File: config.mk
export PLATFORM = sky130hd
export DESIGN_NAME = srls_switch_regs
export DESIGN_NICKNAME = d
export VERILOG_FILES = /design/src/core/srls_pkg.sv /design/src/core/srls_route_pick.sv /design/src/core/srls_link_status.sv /design/src/core/srls_switch_regs.sv
export SDC_FILE = /design/constraint.sdc
export NUM_CORES = 1
export LEC_CHECK = 0
export ABC_AREA = 1
export BUFFER_PORTS_ARGS = -buffer_cell sky130_fd_sc_hd__buf_2
export CAP_MARGIN = 10
export CORE_ASPECT_RATIO = 1.5
export CORE_MARGIN = 5
export CORE_UTILIZATION = 33
export DETAILED_ROUTE_END_ITERATION = 8
export PLACE_DENSITY_LB_ADDON = 0.15
export SYNTH_ARGS = -nofsm -noshare
export SYNTH_HDL_FRONTEND = slang
export SYNTH_HIERARCHICAL = 1
export SYNTH_SLANG_ARGS = --single-unit
File: constraint.sdc
create_clock -name clock -period 2.4 [get_ports clock]
set_input_delay 0.36 -clock clock [delete_from_list [all_inputs] [get_ports clock]]
set_output_delay 0.36 -clock clock [all_outputs]
set_load 0.03 [all_outputs]
File: src/core/srls_pkg.sv
`default_nettype none
package srls_pkg;
	// ********************************
	// Register numbers
	// ********************************
	localparam logic [7:0] REG_NODE_ID = 8'h05;
	localparam logic [7:0] REG_TEST_PORT_IDENTITY = 8'h09;
	localparam logic [7:0] REG_USER_CODE = 8'h0a;
	localparam logic [7:0] REG_DIRECTION_TABLE_LOW = 8'h0c;
	localparam logic [7:0] REG_DIRECTION_TABLE_HIGH = 8'h0d;
	localparam logic [7:0] REG_SPARE_CONTROL_A = 8'h10;
	localparam logic [7:0] REG_SPARE_CONTROL_B = 8'h11;
	localparam logic [7:0] REG_DEBUG_EVENT_ORIGIN = 8'h1f;
	localparam logic [7:0] REG_SYSTEM_LINK_STATE = 8'h20;
	localparam logic [7:0] REG_PROCESSOR_LINK_STATE = 8'h40;
	// ********************************
	// Field masks and reset values
	// ********************************
	localparam logic [31:0] SYS_LINK_WMASK = 32'h00000f30;
	localparam logic [31:0] PROC_LINK_WMASK = 32'h00000030;
	localparam logic [31:0] SPARE_WMASK = 32'h00000003;
	localparam logic [31:0] NODE_ID_WMASK = 32'h0000ffff;
	localparam logic [31:0] TABLE_RESET = 32'h00000000;
	localparam logic [31:0] REG_RESET = 32'h00000000;
	localparam int DIR_W = 4;
	localparam int DIMS = 16;
	localparam int ID_W = 16;
	// Link word field positions
	localparam int KIND_LSB = 24;
	localparam int DEST_LSB = 16;
	localparam int DIR_LSB = 8;
	localparam int NET_LSB = 4;
	localparam int NET_W = 2;
	localparam int JUNK_BIT = 2;
	localparam int DEST_BUSY_BIT = 1;
	localparam int SRC_BUSY_BIT = 0;
	// Identity fields; values arbitrary
	localparam logic [3:0] ID_VERSION = 4'h1;
	localparam logic [15:0] ID_PART = 16'h5a5a;
	localparam logic [10:0] ID_MAKER = 11'h123;
	localparam logic ID_MARK = 1'b1;
	localparam logic [17:0] REVISION_CODE = 18'h00001; // Arbitrary
endpackage
`default_nettype wire

File: src/core/srls_route_pick.sv
`timescale 1ns/100ps
`default_nettype none
// Combinational direction selection
module srls_route_pick (
	input wire logic [15:0] destId,
	input wire logic [15:0] nodeId,
	input wire logic [31:0] tableLow,
	input wire logic [31:0] tableHigh,
	output logic isLocal,
	output logic [3:0] direction
);
	// Position of highest set bit
	function automatic logic [3:0] top_bit(input logic [15:0] v);
		logic [3:0] p;
		p = 4'h0;
		for (int i = 0; i < srls_pkg::DIMS; i++)
			if (v[i]) p = 4'(i);
		return p;
	endfunction

	logic [15:0] diff;
	logic [3:0] dim;
	logic [63:0] allDirs;

	// Highest mismatch picks the entry
	always_comb
	begin
		diff = destId ^ nodeId;
		isLocal = (diff == 16'h0000);
		dim = top_bit(diff);
		allDirs = {tableHigh, tableLow};
		direction = allDirs[{dim, 2'b00} +: srls_pkg::DIR_W];
	end
endmodule // srls_route_pick
`default_nettype wire

File: src/core/srls_link_status.sv
`timescale 1ns/100ps
`default_nettype none
// Builds one link status word
module srls_link_status (
	input wire logic [1:0] srcKind,
	input wire logic [7:0] destLink,
	input wire logic junk,
	input wire logic destBusy,
	input wire logic srcBusy,
	input wire logic [31:0] ctrl,
	output logic [31:0] word
);
	// Destination link only shown while busy
	always_comb
	begin
		word = ctrl;
		word[srls_pkg::KIND_LSB +: 2] = srcKind;
		word[srls_pkg::DEST_LSB +: 8] = (srcBusy | destBusy) ? destLink : 8'h00;
		word[srls_pkg::JUNK_BIT] = junk;
		word[srls_pkg::DEST_BUSY_BIT] = destBusy;
		word[srls_pkg::SRC_BUSY_BIT] = srcBusy;
	end
endmodule // srls_link_status
`default_nettype wire

File: src/core/srls_switch_regs.sv
`timescale 1ns/100ps
`default_nettype none
// Register set and routing decision of the packet switch
module srls_switch_regs #(
	parameter int SYS_LINKS = 8,
	parameter int PROC_LINKS = 8
) (
	input wire logic clock,
	input wire logic resetn,
	input wire logic cfgWrite,
	input wire logic cfgRead,
	input wire logic [7:0] cfgAddr,
	input wire logic [31:0] cfgWdata,
	output logic [31:0] cfgRdata,
	output logic cfgRvalid,
	input wire logic [13:0] otpUsercode,
	input wire logic debugEvent,
	input wire logic [31:0] debugSource,
	input wire logic [SYS_LINKS*2-1:0] sysSrcKind,
	input wire logic [SYS_LINKS*8-1:0] sysDestLink,
	input wire logic [SYS_LINKS-1:0] sysJunk,
	input wire logic [SYS_LINKS-1:0] sysDestBusy,
	input wire logic [SYS_LINKS-1:0] sysSrcBusy,
	input wire logic [PROC_LINKS*2-1:0] procSrcKind,
	input wire logic [PROC_LINKS*8-1:0] procDestLink,
	input wire logic [PROC_LINKS-1:0] procJunk,
	input wire logic [PROC_LINKS-1:0] procDestBusy,
	input wire logic [PROC_LINKS-1:0] procSrcBusy,
	input wire logic routeReq,
	input wire logic [15:0] routeDest,
	output logic routeValid,
	output logic routeLocal,
	output logic [3:0] routeDir,
	output logic [SYS_LINKS*4-1:0] sysLinkDir,
	output logic [SYS_LINKS*2-1:0] sysLinkNet,
	output logic [PROC_LINKS*2-1:0] procLinkNet
);
	// ********************************
	// Writable state
	// ********************************
	logic [31:0] nodeId_reg, nodeId_next;
	logic [31:0] tableLow_reg, tableLow_next;
	logic [31:0] tableHigh_reg, tableHigh_next;
	logic [31:0] spareA_reg, spareA_next;
	logic [31:0] spareB_reg, spareB_next;
	logic [31:0] sysCtrl_reg [SYS_LINKS];
	logic [31:0] sysCtrl_next [SYS_LINKS];
	logic [31:0] procCtrl_reg [PROC_LINKS];
	logic [31:0] procCtrl_next [PROC_LINKS];

	// Masked write keeps reserved bits at zero
	function automatic logic [31:0] mwrite(input logic [31:0] old, input logic [31:0] d,
		input logic [31:0] m);
		return (old & ~m) | (d & m);
	endfunction

	// Control fields sit at the same place in both link banks
	function automatic logic [srls_pkg::DIR_W-1:0] ctrlDir(input logic [31:0] w);
		return w[srls_pkg::DIR_LSB +: srls_pkg::DIR_W];
	endfunction

	function automatic logic [srls_pkg::NET_W-1:0] ctrlNet(input logic [31:0] w);
		return w[srls_pkg::NET_LSB +: srls_pkg::NET_W];
	endfunction

	// ********************************
	// Address decode
	// ********************************
	logic [SYS_LINKS-1:0] sysHit;
	logic [PROC_LINKS-1:0] procHit;

	// Register number lands on slot idx of a link bank
	function automatic logic bankHit(input logic [7:0] addr, input logic [7:0] base,
		input int idx);
		return addr == base + 8'(idx);
	endfunction

	// One decode shared by both paths, so write and read never disagree on a slot
	always_comb
	begin
		for (int i = 0; i < SYS_LINKS; i++)
		begin
			sysHit[i] = bankHit(cfgAddr, srls_pkg::REG_SYSTEM_LINK_STATE, i);
		end
		for (int i = 0; i < PROC_LINKS; i++)
		begin
			procHit[i] = bankHit(cfgAddr, srls_pkg::REG_PROCESSOR_LINK_STATE, i);
		end
	end

	// Config writes, software only path
	always_comb
	begin
		nodeId_next = nodeId_reg;
		tableLow_next = tableLow_reg;
		tableHigh_next = tableHigh_reg;
		spareA_next = spareA_reg;
		spareB_next = spareB_reg;
		for (int i = 0; i < SYS_LINKS; i++) sysCtrl_next[i] = sysCtrl_reg[i];
		for (int i = 0; i < PROC_LINKS; i++) procCtrl_next[i] = procCtrl_reg[i];
		// Writes to read-only numbers fall through and change nothing
		if (cfgWrite)
		begin
			case (cfgAddr)
				srls_pkg::REG_NODE_ID:
					nodeId_next = mwrite(nodeId_reg, cfgWdata, srls_pkg::NODE_ID_WMASK);
				srls_pkg::REG_DIRECTION_TABLE_LOW:
					tableLow_next = cfgWdata;
				srls_pkg::REG_DIRECTION_TABLE_HIGH:
					tableHigh_next = cfgWdata;
				srls_pkg::REG_SPARE_CONTROL_A:
					spareA_next = mwrite(spareA_reg, cfgWdata, srls_pkg::SPARE_WMASK);
				srls_pkg::REG_SPARE_CONTROL_B:
					spareB_next = mwrite(spareB_reg, cfgWdata, srls_pkg::SPARE_WMASK);
				default:
				begin
					for (int i = 0; i < SYS_LINKS; i++)
						if (sysHit[i])
							sysCtrl_next[i] = mwrite(sysCtrl_reg[i], cfgWdata,
								srls_pkg::SYS_LINK_WMASK);
					for (int i = 0; i < PROC_LINKS; i++)
						if (procHit[i])
							procCtrl_next[i] = mwrite(procCtrl_reg[i], cfgWdata,
								srls_pkg::PROC_LINK_WMASK);
				end
			endcase
		end
	end

	// ********************************
	// Registers
	// ********************************
	always_ff @(posedge clock or negedge resetn)
	begin
		if (!resetn)
		begin
			nodeId_reg <= srls_pkg::REG_RESET;
			tableLow_reg <= srls_pkg::TABLE_RESET;
			tableHigh_reg <= srls_pkg::TABLE_RESET;
			spareA_reg <= srls_pkg::REG_RESET;
			spareB_reg <= srls_pkg::REG_RESET;
			for (int i = 0; i < SYS_LINKS; i++) sysCtrl_reg[i] <= srls_pkg::REG_RESET;
			for (int i = 0; i < PROC_LINKS; i++) procCtrl_reg[i] <= srls_pkg::REG_RESET;
		end
		else
		begin
			nodeId_reg <= nodeId_next;
			tableLow_reg <= tableLow_next;
			tableHigh_reg <= tableHigh_next;
			spareA_reg <= spareA_next;
			spareB_reg <= spareB_next;
			for (int i = 0; i < SYS_LINKS; i++) sysCtrl_reg[i] <= sysCtrl_next[i];
			for (int i = 0; i < PROC_LINKS; i++) procCtrl_reg[i] <= procCtrl_next[i];
		end
	end

	// ********************************
	// Debug event capture
	// ********************************
	logic [31:0] debugOrigin_reg, debugOrigin_next;

	// Latest event overwrites; the record is read-only, so software cannot clear it
	always_comb
	begin
		debugOrigin_next = debugOrigin_reg;
		if (debugEvent)
		begin
			debugOrigin_next = debugSource;
		end
	end

	// Captured source register
	always_ff @(posedge clock or negedge resetn)
	begin
		if (!resetn)
		begin
			debugOrigin_reg <= srls_pkg::REG_RESET;
		end
		else
		begin
			debugOrigin_reg <= debugOrigin_next;
		end
	end

	// ********************************
	// Link status words
	// ********************************
	logic [31:0] sysWord [SYS_LINKS];
	logic [31:0] procWord [PROC_LINKS];

	// Status words are live levels; only the control bits are stored here
	for (genvar g = 0; g < SYS_LINKS; g++)
	begin : gSys
		srls_link_status uStat (
			.srcKind(sysSrcKind[2*g +: 2]),
			.destLink(sysDestLink[8*g +: 8]),
			.junk(sysJunk[g]),
			.destBusy(sysDestBusy[g]),
			.srcBusy(sysSrcBusy[g]),
			.ctrl(sysCtrl_reg[g]),
			.word(sysWord[g])
		);
	end
	// Processor links reuse the builder; their direction bits are masked at write
	for (genvar g = 0; g < PROC_LINKS; g++)
	begin : gProc
		srls_link_status uStat (
			.srcKind(procSrcKind[2*g +: 2]),
			.destLink(procDestLink[8*g +: 8]),
			.junk(procJunk[g]),
			.destBusy(procDestBusy[g]),
			.srcBusy(procSrcBusy[g]),
			.ctrl(procCtrl_reg[g]),
			.word(procWord[g])
		);
	end

	// ********************************
	// Read path
	// ********************************
	logic [31:0] rdata_reg, rdata_next;
	logic rvalid_reg, rvalid_next;

	// Unmapped numbers read zero
	always_comb
	begin
		rvalid_next = cfgRead;
		rdata_next = rdata_reg;
		if (cfgRead)
		begin
			rdata_next = 32'h00000000;
			case (cfgAddr)
				srls_pkg::REG_NODE_ID: rdata_next = nodeId_reg;
				srls_pkg::REG_TEST_PORT_IDENTITY:
					rdata_next = {srls_pkg::ID_VERSION, srls_pkg::ID_PART,
						srls_pkg::ID_MAKER, srls_pkg::ID_MARK};
				srls_pkg::REG_USER_CODE:
					rdata_next = {otpUsercode, srls_pkg::REVISION_CODE};
				srls_pkg::REG_DIRECTION_TABLE_LOW: rdata_next = tableLow_reg;
				srls_pkg::REG_DIRECTION_TABLE_HIGH: rdata_next = tableHigh_reg;
				srls_pkg::REG_SPARE_CONTROL_A: rdata_next = spareA_reg;
				srls_pkg::REG_SPARE_CONTROL_B: rdata_next = spareB_reg;
				srls_pkg::REG_DEBUG_EVENT_ORIGIN: rdata_next = debugOrigin_reg;
				default:
				begin
					for (int i = 0; i < SYS_LINKS; i++)
						if (sysHit[i])
							rdata_next = sysWord[i];
					for (int i = 0; i < PROC_LINKS; i++)
						if (procHit[i])
							rdata_next = procWord[i];
				end
			endcase
		end
	end

	// ********************************
	// Routing
	// ********************************
	logic pickLocal;
	logic [3:0] pickDir;
	logic routeValid_reg, routeValid_next;
	logic routeLocal_reg, routeLocal_next;
	logic [3:0] routeDir_reg, routeDir_next;

	srls_route_pick uPick (
		.destId(routeDest),
		.nodeId(nodeId_reg[srls_pkg::ID_W-1:0]),
		.tableLow(tableLow_reg),
		.tableHigh(tableHigh_reg),
		.isLocal(pickLocal),
		.direction(pickDir)
	);

	// One-cycle decision; result held until next request
	always_comb
	begin
		routeValid_next = routeReq;
		routeLocal_next = routeLocal_reg;
		routeDir_next = routeDir_reg;
		if (routeReq)
		begin
			routeLocal_next = pickLocal;
			routeDir_next = pickLocal ? 4'h0 : pickDir;
		end
	end

	// Read answer register
	always_ff @(posedge clock or negedge resetn)
	begin
		if (!resetn)
		begin
			rdata_reg <= srls_pkg::REG_RESET;
			rvalid_reg <= 1'b0;
		end
		else
		begin
			rdata_reg <= rdata_next;
			rvalid_reg <= rvalid_next;
		end
	end

	// Route answer register; direction and locality hold until the next request
	always_ff @(posedge clock or negedge resetn)
	begin
		if (!resetn)
		begin
			routeValid_reg <= 1'b0;
			routeLocal_reg <= 1'b0;
			routeDir_reg <= 4'h0;
		end
		else
		begin
			routeValid_reg <= routeValid_next;
			routeLocal_reg <= routeLocal_next;
			routeDir_reg <= routeDir_next;
		end
	end

	// ********************************
	// Outputs
	// ********************************
	// Each top output is a flip-flop with no logic after it
	assign cfgRdata = rdata_reg;
	assign cfgRvalid = rvalid_reg;
	assign routeValid = routeValid_reg;
	assign routeLocal = routeLocal_reg;
	assign routeDir = routeDir_reg;

	// ********************************
	// Control field fan-out
	// ********************************
	// Control fields fanned out to the switch
	for (genvar g = 0; g < SYS_LINKS; g++)
	begin : gSysOut
		assign sysLinkDir[srls_pkg::DIR_W*g +: srls_pkg::DIR_W] = ctrlDir(sysCtrl_reg[g]);
		assign sysLinkNet[srls_pkg::NET_W*g +: srls_pkg::NET_W] = ctrlNet(sysCtrl_reg[g]);
	end
	for (genvar g = 0; g < PROC_LINKS; g++)
	begin : gProcOut
		assign procLinkNet[srls_pkg::NET_W*g +: srls_pkg::NET_W] = ctrlNet(procCtrl_reg[g]);
	end
endmodule // srls_switch_regs
`default_nettype wire

==> metrics.txt <==
Total GRT Usage=0.232; complex-gate fraction of the synthesized area=0.0872; #FFs+latches synth=between 200 and 250; Worst Path Required=2.85 ns; maximum fanout along the worst path=12; wire length per cell=~18 µm; synth warn=6; hpwl dp=roughly 60 mm; non-filler instance count after layout=just over 4000; post-synthesis adder-cell area fraction=0; full die area=between 0.06 and 0.07 mm²; CP Class=register to register; CTS tree=yes; Chip Height=301 µm; dpl cells=approximately 4000; largest area contributor in the netlist=dfrtp_1; relative slew slack=0.375; grt ovf=0; Via Count=between 15000 and 20000; Setup-failing EPs final=0; share of layout cells above drive strength 1=0.229; Worst Skew=roughly 0.024 ns; largest net degree at the start of global routing=67; Worst Slack Setup Final=approximately 0.06 ns; fraction of registers with async set/reset=1.00; pwr dens=445 mW/mm²; Tightest Pin Transition=0.914 ns; Pwr Total=roughly 9.8 mW; Cell Rows=~110; Yosys cell types=between 40 and 50; worst vdd ir=around 0.00057 V; Post-Syn Instances=2920; Root Driver=clkbuf_16; Post-layout nets=roughly 3600; EDFF count, synth=0; Setup TNS=0 ns; RSZ-0062 raised after global routing=true; vias in the first global route=around 18000; pre-CTS setup slack=-0.452 ns; Post-route DRC=0; most common cell after layout, fill and taps aside=nand2_1; CP Launch Type=register; Avg Synthesized Cell Area=6.39 µm²; H-tree depth=1; Fillers=approximately 6000; Final GP Congestion=0.893; status=finished, final reports clean; Max Cap Violations=0; clk sinks=219; final WL=roughly 74 mm; top post-synthesis cells by area=dfrtp_1, nand2_1, buf_4; PortBufs=about 420; drt first pass iters=5; CTS clk-pin slew, worst paths=~0.07 ns; clock buffer depth=3; sequential share of the synthesized area=0.294; final max-slew violation count=0; most frequent cells in the layout=nand2_1, buf_2, inv_1; first-pass GRT wire length=~110 mm; final worst path period share=0.975; post-synth design cell area=0.0186 mm²; core area=0.0558 mm²; Yosys top cell area share=0.294; largest family of logic cells by synthesized area=simple AND/OR/NAND/NOR gates; initial antenna violation count=0; CTS Buf Count=24; Routed Antenna Nets=0; xor and xnor area share after synthesis=0.00698; Skew-Pair Late Insertion Delay=0.56 ns; Worst Hold Class=input pin to register; Fmax=427 MHz; FF-to-FF path depth=20; mux share of post-synthesis cell area=0.00121; area grow syn2layout=18.1%; hold path cells=3; vias per cell=4.45; Primary FF master, synth=dfrtp_1; leak pwr=11.7 nW; IO Pins=between 400 and 500; minimum clock period=around 2.3 ns; 1st-iter DRT viols=953; Worst setup EP type=register; final hold viol count=0; Synth Area in Simple Gates=0.349; Initial Utilization=0.334; Die X=between 200 and 250 µm; Data arrival, critical path=2.79 ns
worst paths after layout:
check                                            endpoint  slack, ns                       from
setup reg to reg                  routeDir[1]$_DFFE_PN0P_       0.06  nodeId_reg[5]$_DFFE_PN0P_
setup / recovery                  routeDir[1]$_DFFE_PN0P_       0.06  nodeId_reg[5]$_DFFE_PN0P_
max in group asynchronous    tableHigh_reg[6]$_DFFE_PN0P_       1.22                     resetn
min in group asynchronous   tableHigh_reg[25]$_DFFE_PN0P_       0.35                     resetn
hold / removal             debugOrigin_reg[7]$_DFFE_PN0P_       0.02             debugSource[7]
hold reg to reg                 spareB_reg[0]$_DFFE_PN0P_       0.50  spareB_reg[0]$_DFFE_PN0P_
where the power goes:
| group | switching, mW | internal [mW] |
|---|---|---|
| sequential | 0.178 | 3.91 |
| clock | 1.63 | 2.15 |
| combinational | 1.24 | 0.681 |
repair_timing:
item / in CTS / in global routing
gates cloned: 0 / 1
hold endpoints to repair: 73 / 0
hold buffers: 16 / 0
gates resized for setup: 1 / 14
buffers inserted: 0 / 3
pin swaps: 0 / 7
setup endpoints to repair: 3 / 4
area by class of cell:
type	instances	area, µm²	area share
Clock inverter	10	118	0.00534
Inverter	391	1470	0.0667
Sequential cell	219	5480	0.249
Tap cell	756	946	0.0430
Clock buffer	32	661	0.0300
Timing Repair Buffer	614	4040	0.183
Multi-Input combinational cell	2047	9310	0.423
Antenna cell	1	2.50	0.000114
metal layers:
metal	up-vias	track usage	share of wire	wire length [µm]
met3	101	0.0368	0.058	4270
met5	-	0	0	0
met4	0	0.0729	0.035	2560
met1	8242	0.264	0.38	28200
li1	9230	-	-	-
met2	553	0.439	0.52	38700
cells in the mapped netlist (3+ instances only):
cell type	instances
nand2_1	779
buf_4	388
inv_1	383
nor2_1	335
dfrtp_1	219
nand3_1	180
o21ai_0	173
nand4_1	100
clkbuf_1	80
or2_2	65
a21oi_1	38
buf_2	31
nor2_4	17
o211ai_1	17
a221oi_1	14
a211oi_1	10
a22o_1	10
nor2_2	9
nor3_1	8
xnor2_1	7
o21ai_1	6
or2_0	6
xor2_1	6
a2111oi_0	5
inv_2	5
buf_6	3
clkinv_1	3
o2111ai_1	3
per-stage QoR:
stage	cell area, µm²	hold WS, ns	utilization
after floorplan	19500	0.0644	-
after global placement	21000	0.344	0.376
after detailed placement	21000	0.350	0.376
after CTS	21900	0.000353	0.393
after global routing	22000	0.0255	0.394
final	22000	0.0242	0.394
worst max-delay path, stage by stage (launching register included):
cell,delay [ns]
dfrtp_1,0.40
xnor2_1,0.29
nand2_1,0.09
nand2_1,0.06
nand2_1,0.05
nand2_1,0.06
nand2_1,0.05
nand2_1,0.05
nand2_1,0.05
nand2_1,0.08
nand2_2,0.08
nand2_8,0.14
nand2_8,0.09
buf_12,0.16
nand2_1,0.06
nand2_1,0.05
nand2_1,0.07
nand3_2,0.10
nand3_2,0.10
nand2_1,0.05
a22o_1,0.18
kinds of logic (layout without fill, tap and decap cells):
group                     count (synthesis)  in the layout
DFF                                     219            219
xor gates and xnor gates                 14             14
and+or+nand+nor                        1506           1507
AOI/OAI and AO/OA                       284            284
buffers and inverters                   894           1047
muxes                                     2              2
other                                     1            241
No activity file was read; power rests on OpenSTA's default activity.
